--- src/logic/ubef_pkg.sv ---
// package for the usb bus event flag block: register map, bit layout,
// line timing and line state codes.
// assumes a 25 MHz register clock and 32-bit apb data.
package ubef_pkg;

   // ----------------------------------------------------------------
   // register offsets (byte addresses)
   // ----------------------------------------------------------------
   localparam logic [7:0] OFS_FLAGS = 8'h00;
   localparam logic [7:0] OFS_IRQ_MASK = 8'h04;
   localparam logic [7:0] OFS_ERR_ENABLE = 8'h08;
   localparam logic [7:0] OFS_ERR_STATUS = 8'h0c;
   localparam logic [7:0] OFS_CONTROL = 8'h10;

   // ----------------------------------------------------------------
   // event flag bit positions
   // ----------------------------------------------------------------
   localparam int BIT_BUS_RESET = 0;
   localparam int BIT_DETACH = 0;
   localparam int BIT_ERROR = 1;
   localparam int BIT_FRAME_START = 2;
   localparam int BIT_TRN_DONE = 3;
   localparam int BIT_IDLE = 4;
   localparam int BIT_RESUME = 5;
   localparam int BIT_ATTACH = 6;
   localparam int BIT_STALL = 7;
   localparam int FLAG_W = 8;
   localparam logic [FLAG_W-1:0] FLAGS_RESET = 8'h00;

   // control register fields
   localparam int CTL_HOST_MODE = 0;
   localparam int CTL_LOW_SPEED = 1;

   // ----------------------------------------------------------------
   // timing
   // ----------------------------------------------------------------
   localparam int CLK_PERIOD_NS = 40;
   localparam int LINE_HOLD_NS = 2500;
   localparam int IDLE_HOLD_US = 3000;
   // least times round up to whole cycles
   localparam int LINE_HOLD_CYC =
      (LINE_HOLD_NS + CLK_PERIOD_NS - 1) / CLK_PERIOD_NS;
   localparam int IDLE_HOLD_CYC =
      (IDLE_HOLD_US * 1000 + CLK_PERIOD_NS - 1) / CLK_PERIOD_NS;

   // ----------------------------------------------------------------
   // line states, decoded from the synchronised data lines
   // ----------------------------------------------------------------
   typedef enum logic [1:0] {
      LINE_SE0 = 2'b00,
      LINE_J = 2'b01,
      LINE_K = 2'b10,
      LINE_SE1 = 2'b11
   } ubef_line_e;

endpackage : ubef_pkg

--- src/logic/ubef_flags.sv ---
// usb bus event flag register with line-state detectors and apb slave.
// assumes dp/dm arrive from pins (asynchronous) and the event pulses
// come from usb engine logic on pclk.
//
// Notes on behaviour
// - frame start sets bit 2 on a received frame token in device mode or on the frame threshold in host mode.
// - error summary at bit 1 is read only, ignores writes and follows the error conditions.
// - error summary rises only for error conditions whose enable bit is set.
// - in device mode bit 0 sets once a bus reset has lasted 2.5 us.
// - a continuous bus reset sets bit 0 only once; the line must leave reset first.
// - writing one to a hardware set flag clears it, writing zero leaves it.
// - bits 31 to 8 read as zero.
// - host layout is stall, attach, resume, idle, done, frame start, error, detach; all reset to zero.
// - bit 7 sets when a stall handshake is sent.
// - in host mode bit 6 sets when the line is not se0 and quiet for 2.5 us.
// - bit 5 sets when a k state lasts 2.5 us, speed choosing the k polarity.
// - bit 4 sets when the line stays idle for 3 ms.
// - device layout puts reset at 0 and leaves bit 6 unimplemented.
// - clearing the transaction done flag advances the status queue.
`timescale 1ns/100ps
module ubef_flags #(
   parameter int ERR_W = 8,
   parameter int CNT_W = 17,
   parameter int IDLE_CYCLES = ubef_pkg::IDLE_HOLD_CYC
) (
   // clock and reset
   input wire logic pclk,
   input wire logic presetn,
   // apb slave
   input wire logic psel,
   input wire logic penable,
   input wire logic pwrite,
   input wire logic [7:0] paddr,
   input wire logic [31:0] pwdata,
   output logic [31:0] prdata,
   output logic pready,
   output logic pslverr,
   // usb data lines
   input wire logic usb_dp,
   input wire logic usb_dm,
   // events from the usb engine, one-cycle pulses
   input wire logic stall_sent,
   input wire logic sof_token,
   input wire logic sof_threshold,
   input wire logic trn_done,
   input wire logic detach_seen,
   input wire logic [ERR_W-1:0] err_event,
   // outputs
   output logic stat_advance,
   output logic irq
);

   // ----------------------------------------------------------------
   // elaboration checks
   // ----------------------------------------------------------------
   if (ERR_W < 1 || ERR_W > 16) begin : g_chk_err
      $error("ERR_W must be 1 to 16");
   end
   if (IDLE_CYCLES < ubef_pkg::LINE_HOLD_CYC ||
       IDLE_CYCLES >= (1 << CNT_W) - 1) begin : g_chk_cnt
      $error("IDLE_CYCLES must fit CNT_W and exceed line hold");
   end
   if (CNT_W < 1 || CNT_W > 30) begin : g_chk_w
      $error("CNT_W must be 1 to 30");
   end

   localparam logic [CNT_W-1:0] HOLD_END =
      CNT_W'(ubef_pkg::LINE_HOLD_CYC - 1);
   localparam logic [CNT_W-1:0] IDLE_END = CNT_W'(IDLE_CYCLES - 1);
   localparam logic [CNT_W-1:0] CNT_MAX = '1;

   // ----------------------------------------------------------------
   // registers
   // ----------------------------------------------------------------
   logic [ubef_pkg::FLAG_W-1:0] flags;
   logic [ubef_pkg::FLAG_W-1:0] irq_mask;
   logic [ERR_W-1:0] err_enable;
   logic [ERR_W-1:0] err_status;
   logic host_mode;
   logic low_speed;

   // ----------------------------------------------------------------
   // apb decode
   // ----------------------------------------------------------------
   wire setup = psel & ~penable;
   wire access = psel & penable;
   wire sel_flags = paddr == ubef_pkg::OFS_FLAGS;
   wire sel_mask = paddr == ubef_pkg::OFS_IRQ_MASK;
   wire sel_een = paddr == ubef_pkg::OFS_ERR_ENABLE;
   wire sel_est = paddr == ubef_pkg::OFS_ERR_STATUS;
   wire sel_ctl = paddr == ubef_pkg::OFS_CONTROL;
   wire mapped = sel_flags | sel_mask | sel_een | sel_est | sel_ctl;
   wire wr = access & pwrite & mapped;
   wire wr_flags = wr & sel_flags;
   wire wr_mask = wr & sel_mask;
   wire wr_een = wr & sel_een;
   wire wr_est = wr & sel_est;
   wire wr_ctl = wr & sel_ctl;

   assign pready = 1'b1;
   assign pslverr = access & ~mapped;

   // ----------------------------------------------------------------
   // line synchroniser and state decode
   // ----------------------------------------------------------------
   // pins are asynchronous; only the second stage feeds logic
   logic dp_meta;
   logic dp_sync;
   logic dm_meta;
   logic dm_sync;

   always_ff @(posedge pclk or negedge presetn) begin
      if (!presetn) begin
         dp_meta <= 1'b0;
         dp_sync <= 1'b0;
         dm_meta <= 1'b0;
         dm_sync <= 1'b0;
      end else begin
         dp_meta <= usb_dp;
         dp_sync <= dp_meta;
         dm_meta <= usb_dm;
         dm_sync <= dm_meta;
      end
   end

   // differential one is dp high; j is differential one at full speed
   wire diff_one = dp_sync & ~dm_sync;
   wire diff_zero = ~dp_sync & dm_sync;
   wire is_j = low_speed ? diff_zero : diff_one;
   wire is_k = low_speed ? diff_one : diff_zero;
   ubef_pkg::ubef_line_e line_now;
   assign line_now = (~dp_sync & ~dm_sync) ? ubef_pkg::LINE_SE0 :
                     is_j ? ubef_pkg::LINE_J :
                     is_k ? ubef_pkg::LINE_K : ubef_pkg::LINE_SE1;

   // ----------------------------------------------------------------
   // line stability counter: cycles the line state has held
   // ----------------------------------------------------------------
   ubef_pkg::ubef_line_e line_prev;
   logic [CNT_W-1:0] hold_cnt;
   wire line_moved = line_now != line_prev;
   wire [CNT_W-1:0] next_hold_cnt =
      line_moved ? '0 :
      (hold_cnt == CNT_MAX) ? hold_cnt : hold_cnt + 1'b1;

   always_ff @(posedge pclk or negedge presetn) begin
      if (!presetn) begin
         line_prev <= ubef_pkg::LINE_SE0;
         hold_cnt <= '0;
      end else begin
         line_prev <= line_now;
         hold_cnt <= next_hold_cnt;
      end
   end

   // each detector fires once, at the exact cycle the hold is reached;
   // the count only returns there after the line state has changed
   wire held_line = ~line_moved & (hold_cnt == HOLD_END);
   wire held_idle = ~line_moved & (hold_cnt == IDLE_END);
   wire in_se0 = line_now == ubef_pkg::LINE_SE0;
   wire in_k = line_now == ubef_pkg::LINE_K;
   wire in_j = line_now == ubef_pkg::LINE_J;
   wire det_reset = ~host_mode & in_se0 & held_line;
   wire det_attach = host_mode & ~in_se0 & held_line;
   wire det_resume = in_k & held_line;
   wire det_idle = in_j & held_idle;

   // ----------------------------------------------------------------
   // flag set sources per mode
   // ----------------------------------------------------------------
   logic [ubef_pkg::FLAG_W-1:0] flag_set;
   always_comb begin
      flag_set = '0;
      flag_set[ubef_pkg::BIT_STALL] = stall_sent;
      flag_set[ubef_pkg::BIT_ATTACH] = det_attach;
      flag_set[ubef_pkg::BIT_RESUME] = det_resume;
      flag_set[ubef_pkg::BIT_IDLE] = det_idle;
      flag_set[ubef_pkg::BIT_TRN_DONE] = trn_done;
      flag_set[ubef_pkg::BIT_FRAME_START] =
         host_mode ? sof_threshold : sof_token;
      // bit 0 is detach in host mode and bus reset in device mode
      if (host_mode) begin
         flag_set[ubef_pkg::BIT_DETACH] = detach_seen;
      end else begin
         flag_set[ubef_pkg::BIT_BUS_RESET] = det_reset;
      end
   end

   wire [ubef_pkg::FLAG_W-1:0] flag_clr =
      wr_flags ? pwdata[ubef_pkg::FLAG_W-1:0] : '0;
   logic [ubef_pkg::FLAG_W-1:0] next_flags;

   // ----------------------------------------------------------------
   // sticky flags, one per bit; bit 1 is not stored
   // ----------------------------------------------------------------
   for (genvar i = 0; i < ubef_pkg::FLAG_W; i++) begin : g_flag
      if (i == ubef_pkg::BIT_ERROR) begin : g_ro
         assign next_flags[i] = 1'b0;
      end else begin : g_w1c
         // set wins over a clear in the same cycle
         assign next_flags[i] =
            (flags[i] & ~flag_clr[i]) | flag_set[i];
      end
   end

   always_ff @(posedge pclk or negedge presetn) begin
      if (!presetn) begin
         flags <= ubef_pkg::FLAGS_RESET;
      end else begin
         flags <= next_flags;
      end
   end

   // ----------------------------------------------------------------
   // individual error conditions and the summary
   // ----------------------------------------------------------------
   wire [ERR_W-1:0] err_clr = wr_est ? pwdata[ERR_W-1:0] : '0;
   wire [ERR_W-1:0] next_err_status =
      (err_status & ~err_clr) | err_event;
   wire err_summary = |(err_status & err_enable);

   always_ff @(posedge pclk or negedge presetn) begin
      if (!presetn) begin
         err_status <= '0;
      end else begin
         err_status <= next_err_status;
      end
   end

   // ----------------------------------------------------------------
   // status queue advance on clearing a set transaction done flag
   // ----------------------------------------------------------------
   always_ff @(posedge pclk or negedge presetn) begin
      if (!presetn) begin
         stat_advance <= 1'b0;
      end else begin
         stat_advance <= flags[ubef_pkg::BIT_TRN_DONE] &
                         flag_clr[ubef_pkg::BIT_TRN_DONE];
      end
   end

   // ----------------------------------------------------------------
   // software control registers
   // ----------------------------------------------------------------
   always_ff @(posedge pclk or negedge presetn) begin
      if (!presetn) begin
         irq_mask <= '0;
         err_enable <= '0;
         host_mode <= 1'b0;
         low_speed <= 1'b0;
      end else begin
         if (wr_mask) begin
            irq_mask <= pwdata[ubef_pkg::FLAG_W-1:0];
         end
         if (wr_een) begin
            err_enable <= pwdata[ERR_W-1:0];
         end
         if (wr_ctl) begin
            host_mode <= pwdata[ubef_pkg::CTL_HOST_MODE];
            low_speed <= pwdata[ubef_pkg::CTL_LOW_SPEED];
         end
      end
   end

   // ----------------------------------------------------------------
   // read view and interrupt
   // ----------------------------------------------------------------
   logic [ubef_pkg::FLAG_W-1:0] flags_view;
   always_comb begin
      flags_view = flags;
      flags_view[ubef_pkg::BIT_ERROR] = err_summary;
      if (!host_mode) begin
         flags_view[ubef_pkg::BIT_ATTACH] = 1'b0;
      end
   end

   wire [31:0] rd_flags = {24'h000000, flags_view};
   wire [31:0] rd_mask = {24'h000000, irq_mask};
   wire [31:0] rd_een = {{(32 - ERR_W){1'b0}}, err_enable};
   wire [31:0] rd_est = {{(32 - ERR_W){1'b0}}, err_status};
   wire [31:0] rd_ctl = {30'h0, low_speed, host_mode};
   wire [31:0] rd_mux =
      sel_flags ? rd_flags :
      sel_mask ? rd_mask :
      sel_een ? rd_een :
      sel_est ? rd_est :
      sel_ctl ? rd_ctl : 32'h00000000;

   // read data is captured in the setup cycle and held through access
   always_ff @(posedge pclk or negedge presetn) begin
      if (!presetn) begin
         prdata <= 32'h00000000;
      end else if (setup & ~pwrite) begin
         prdata <= rd_mux;
      end
   end

   assign irq = |(flags_view & irq_mask);

endmodule : ubef_flags

--- config.mk ---
export PLATFORM = sky130hd
export DESIGN_NAME = ubef_flags
export DESIGN_NICKNAME = d
export VERILOG_FILES = /design/src/logic/ubef_pkg.sv /design/src/logic/ubef_flags.sv
export SDC_FILE = /design/constraint.sdc
export NUM_CORES = 1
export LEC_CHECK = 0
export BUFFER_PORTS_ARGS = -buffer_cell sky130_fd_sc_hd__buf_4
export CORE_ASPECT_RATIO = 1.4
export CORE_MARGIN = 2
export CORE_UTILIZATION = 26
export CTS_BUF_LIST = sky130_fd_sc_hd__clkbuf_2 sky130_fd_sc_hd__clkbuf_4 sky130_fd_sc_hd__clkbuf_8
export CTS_CLUSTER_SIZE = 16
export DETAILED_ROUTE_END_ITERATION = 6
export SLEW_MARGIN = 15
export SYNTH_ARGS = -nofsm -noshare
export SYNTH_HDL_FRONTEND = slang
export SYNTH_SLANG_ARGS = --single-unit
export TNS_END_PERCENT = 100
--- constraint.sdc ---
create_clock -name pclk -period 2.8 [get_ports pclk]
set_clock_uncertainty 0.15 [all_clocks]
set_input_delay 0 -clock pclk [delete_from_list [all_inputs] [get_ports pclk]]
set_output_delay 0 -clock pclk [all_outputs]
set_load 0.02 [all_outputs]
### After elaboration in Yosys (flattened, before gate mapping)

Index checks and enable logic that the tools add are counted.

* $add $sub $neg: 1
* equal/unequal tests: 11
* muxes and demuxes: 17
* bitwise gates (word level): 61
* reductions and logical operators: 4

Operator list (number)
* $mux 8: 6
* $eq 17x17->1 const B: 2
* $mux 17: 2
* $and 1x1->1: 30
* $and 8x8->8: 3
* $add 17x1->17 const B: 1
* $eq 17x6->1 const B: 1
* $eq 8x4->1 const B: 2
* $reduce_or 8->1: 2
* $not 1->1: 15
* $or 1x1->1: 11
* $eq 8x3->1 const B: 1
* $eq 8x5->1 const B: 1
* $logic_not 8->1: 1
* $not 8->8: 1
* $or 8x8->8: 1
* $mux 1: 6
* $mux 2: 3
* $eq 2x1->1 const B: 1
* $eq 2x2->1 const B: 1
* $logic_not 2->1: 1
* $ne 2x2->1: 1
* $ne 2x2->1 const B: 1

* flip-flop bits (word level): 89
* bits of input ports: 60
* output and inout bits: 36
* logic and storage cells: 108

### Depth between registers and ports, before layout

* depth after elaboration: 12
* mapped depth: 10
* depth with buffers taken out: 8

### Worst setup path after synthesis

OpenSTA, ideal clock, no wires.

* kind: flip-flop to flip-flop
* start: register hold_cnt[6]
* end: register hold_cnt[13]
* setup time: 0.078 ns
* arrival: 2.316 ns
* setup slack: 0.256 ns
* stages on the path, launching flop included: 11
* path through: dfrtp_1 > and2_1 > nand4_1 > clkbuf_1 > nor4_1 > ha_1 > and4b_1 > clkbuf_1 > nand2_1 > or4_1 > a21oi_1

* word-level cells in the longest chain between the ends: 3
* elaborated cells between the ends (all ways): 5

RTL lines
* start: declaration: line ubef_flags.sv:140 `logic [CNT_W-1:0] hold_cnt;`
* start signal: assignment: line ubef_flags.sv:152 `hold_cnt <= next_hold_cnt;`
* $add 17x1->17: line ubef_flags.sv:144 `(hold_cnt == CNT_MAX) ? hold_cnt : hold_cnt + 1'b1;`
* $mux 17: line ubef_flags.sv:144
* $mux 17: line ubef_flags.sv:143 `line_moved ? '0 :`

Parallel ways exist; a longest one is shown, timed or not. The select of a mux whose other input is x is not followed.
A chain may end at the register's enable or synchronous reset.

### Worst setup path after layout

* start: register hold_cnt[12]
* end: register flags[0] (netlist name)

* word-level cells in the longest chain between the ends: 5

RTL lines
* $eq 17x6->1: line ubef_flags.sv:158 `wire held_line = ~line_moved & (hold_cnt == HOLD_END);`
* $and 1x1->1: line ubef_flags.sv:158
* $and 1x1->1: line ubef_flags.sv:163 `wire det_reset = ~host_mode & in_se0 & held_line;`
* $mux 1: line ubef_flags.sv:182 `if (host_mode) begin`
* $or 1x1->1: line ubef_flags.sv:202 `(flags[i] & ~flag_clr[i]) | flag_set[i];`
* named net next_flags (one bit): line ubef_flags.sv:191 `logic [ubef_pkg::FLAG_W-1:0] next_flags;`
* end signal: assignment: line ubef_flags.sv:208 `flags <= ubef_pkg::FLAGS_RESET;`
* end signal: assignment: line ubef_flags.sv:210 `flags <= next_flags;`
* end: declaration: line ubef_flags.sv:75 `logic [ubef_pkg::FLAG_W-1:0] flags;`

The timed path passes the listed nets, and every way through them passes these cells.

==> metrics <==
status=completed; Tot GR Track Use=12.0%; CTS tree=built; total grt overflow=0; NetSw=0.490 mW; Flop pwr share=44.6%; DRT antenna net count=0; CP Class=reg2reg; starting density of the core=26.7%; Clock Latency Late Sink=0.35 ns; peak supply drop=0.218 mV; Top FF cell, synth=dfrtp_1; Total Wirelength=8.06 mm; final setup fails=0; minimum clock period=2.62 ns; Max-Cap Viols=0; Finished Layout Cells=568; Cell Area, Synth=3440 µm²; CTS root buf=clkbuf_8; final hold violations=0; combinational share of power=10.0%; largest net degree at the start of global routing=66; port bufs=46; Ys Warns=0; Setup WS pre-CTS=0.346 ns; worst-margin pin slew=0.836 ns; Post-Syn Instances=325; top cells by area, synth=dfrtp_1, mux2_2, buf_4; maximum clock rate=0.381 GHz; Post-synth ARST share=100%; total power=2.16 mW; dpl cells=512; DR vias=2686; post-synthesis adder-cell area fraction=1.09%; critical path peak fanout=6; Chip Width=101 µm; Synth Area in Compound Gates=10.8%; Internal Power=1.67 mW; Antenna diodes=0; multiplexer share of the synthesized area=11.3%; DRT iter0 DRCs=103; CTS max path bufs=2; Post-route DRC=0; first-pass GRT wire length=13.4 mm; Mean Syn Cell Area=10.6 µm²; Worst Slack Setup Final=0.178 ns; top cells by instance count after synthesis=dfrtp_1, nand2_1, buf_4; hold slack=0.0167 ns; Final Wtd Congestion=0.817; XOR/XNOR share of the synthesized area=2.55%; CP arrival=2.75 ns; largest family of logic cells by synthesized area=simple AND/OR/NAND/NOR gates; CTS sink count=65; initial antenna violation count=0; post-synthesis sequential area ratio=47.3%; Die Ht=140 µm; DP Wirelength=5.74 mm; Worst setup SP type=flop; H-tree Lvls=3; number of I/O pins=96; total negative slack=0 ns; Worst Setup End Kind=flop; Tcrit/Tclk final=93.7%; switch share=22.7%; unrepaired setup endpoints after global routing=no; Post-synth EDFFs=0; Synth Register Bits=65; share of cells above drive strength 1=24.1%; fillcell total=1295; Placeable Area=12900 µm²; full die area=14200 µm²; Leakage=1.87 nW; Avg WL per Cell=14.2 µm; post-synth top area share=47.3%; Clk pwr share=45.5%; Yosys cell types=55; vias per cell=4.73; count leader, synth=dfrtp_1; pwr dens=480 nW/µm²; worst path required time=2.93 ns; CTS Buf Count=9; fin nets=473; Clock transition at path regs=0.08 ns; Pins Over Slew Limit=0; Std-Cell Rows=49; drt pass-1 iters=5; vias in the first global route=2671; Synth Area in Simple Gates=19.7%; post-synth top area cell=dfrtp_1; Area Growth Syn to Fin=30.9%; Worst slew margin=44.2%; Worst Hold Class=in2reg
## flip-flops by register name, indices dropped and copies added (netlist names), 2 cells and up
name	count
flags	7
line_prev	2
hold_cnt	17
err_status	8
irq_mask	8
err_enable	8
prdata	8
## layout by cell type (no fill, tap or decap), types with 3 or more instances in the layout
cell / n
mux4_2: 6
nor3_1: 5
o31ai_1: 7
conb_1: 25
nor4_1: 3
inv_1: 3
nand2_1: 45
dlygate4sd3_1: 40
clkbuf_8: 10
dfrtp_1: 65
xnor2_1: 4
ha_1: 3
mux2i_1: 3
bufinv_16: 3
xor2_1: 6
mux2_2: 20
o21ai_0: 9
nand3_1: 7
nand2b_1: 4
nand4_1: 6
nor2_1: 20
a21oi_1: 9
or4_1: 5
nor4_4: 3
and2_1: 3
a22oi_1: 5
a21o_1: 10
buf_4: 47
## per-layer routing
layer / GRT usage (%) / share of wire, % / vias up / wire length [µm]
met5: 0 / 0 / - / 0
met4: 5.12 / 1.4 / 0 / 109
met3: 2.20 / 3.9 / 10 / 311
met2: 20.6 / 52 / 78 / 4220
met1: 14.4 / 42 / 1307 / 3430
li1: - / - / 1291 / -
## path summary, 6_finish.rpt
kind,slack [ns],cells after the start,endpoint,startpoint
min in group asynchronous,0.15,2,err_status[6],presetn
hold / removal,0.02,5,prdata[0],paddr[6]
hold reg to reg,0.20,0,dm_sync,dm_meta
setup reg to reg,0.18,5,flags[0],hold_cnt[12]
max in group asynchronous,1.81,2,flags[7],presetn
setup / recovery,0.18,5,flags[0],hold_cnt[12]
## per-stage QoR
step | cell area, µm² | util [%]
after floorplan | 3530 | -
after global placement | 3840 | 29.8
after detailed placement | 3840 | 29.8
after CTS | 4490 | 34.9
after global routing | 4500 | 35.0
final | 4500 | 35.0
## repair_timing
action,4_1_cts,5_1_grt
setup endpoints to repair,0,1
setup buffers,0,0
resized for setup,0,2
hold buffers,40,0
endpoints found under the hold margin,103,0
## critical path, cell delays in order, from the launching register on
cell           delay [ns]
dfrtp_1              0.42
or4_1                0.53
nor4_1               0.58
nand3_1              0.14
o211ai_1             0.18
dlygate4sd3_1        0.57
## logic make-up (layout without fill, tap and decap cells)
logic type,Yosys count,after routing
buffers and inverters,39,106
AOI/OAI and AO/OA,54,54
other,2,25
muxes,29,29
adders and majority gates,3,3
DFF,65,65
and+or+nand+nor,123,123
xor gates and xnor gates,10,10
## final cells by class
class / count / area (µm²) / area share, %
Timing Repair Buffer: 87 / 753 / 16.7
Sequential cell: 65 / 1630 / 36.1
Clock inverter: 5 / 103 / 2.28
Multi-Input combinational cell: 244 / 1670 / 37.2
Inverter: 3 / 11.3 / 0.250
Tap cell: 153 / 191 / 4.25
Clock buffer: 11 / 145 / 3.22
## power by group through the flow
stage	logic (mW)	registers, mW	clock network, mW
final	0.215	0.963	0.984
after global routing	0.238	0.965	1.06
after CTS	0.218	0.963	1.01
after detailed placement	0.187	0.981	0
after global placement	0.184	0.980	0
after floorplan	0.133	0.977	0
No activity file was read; power rests on OpenSTA's default activity.
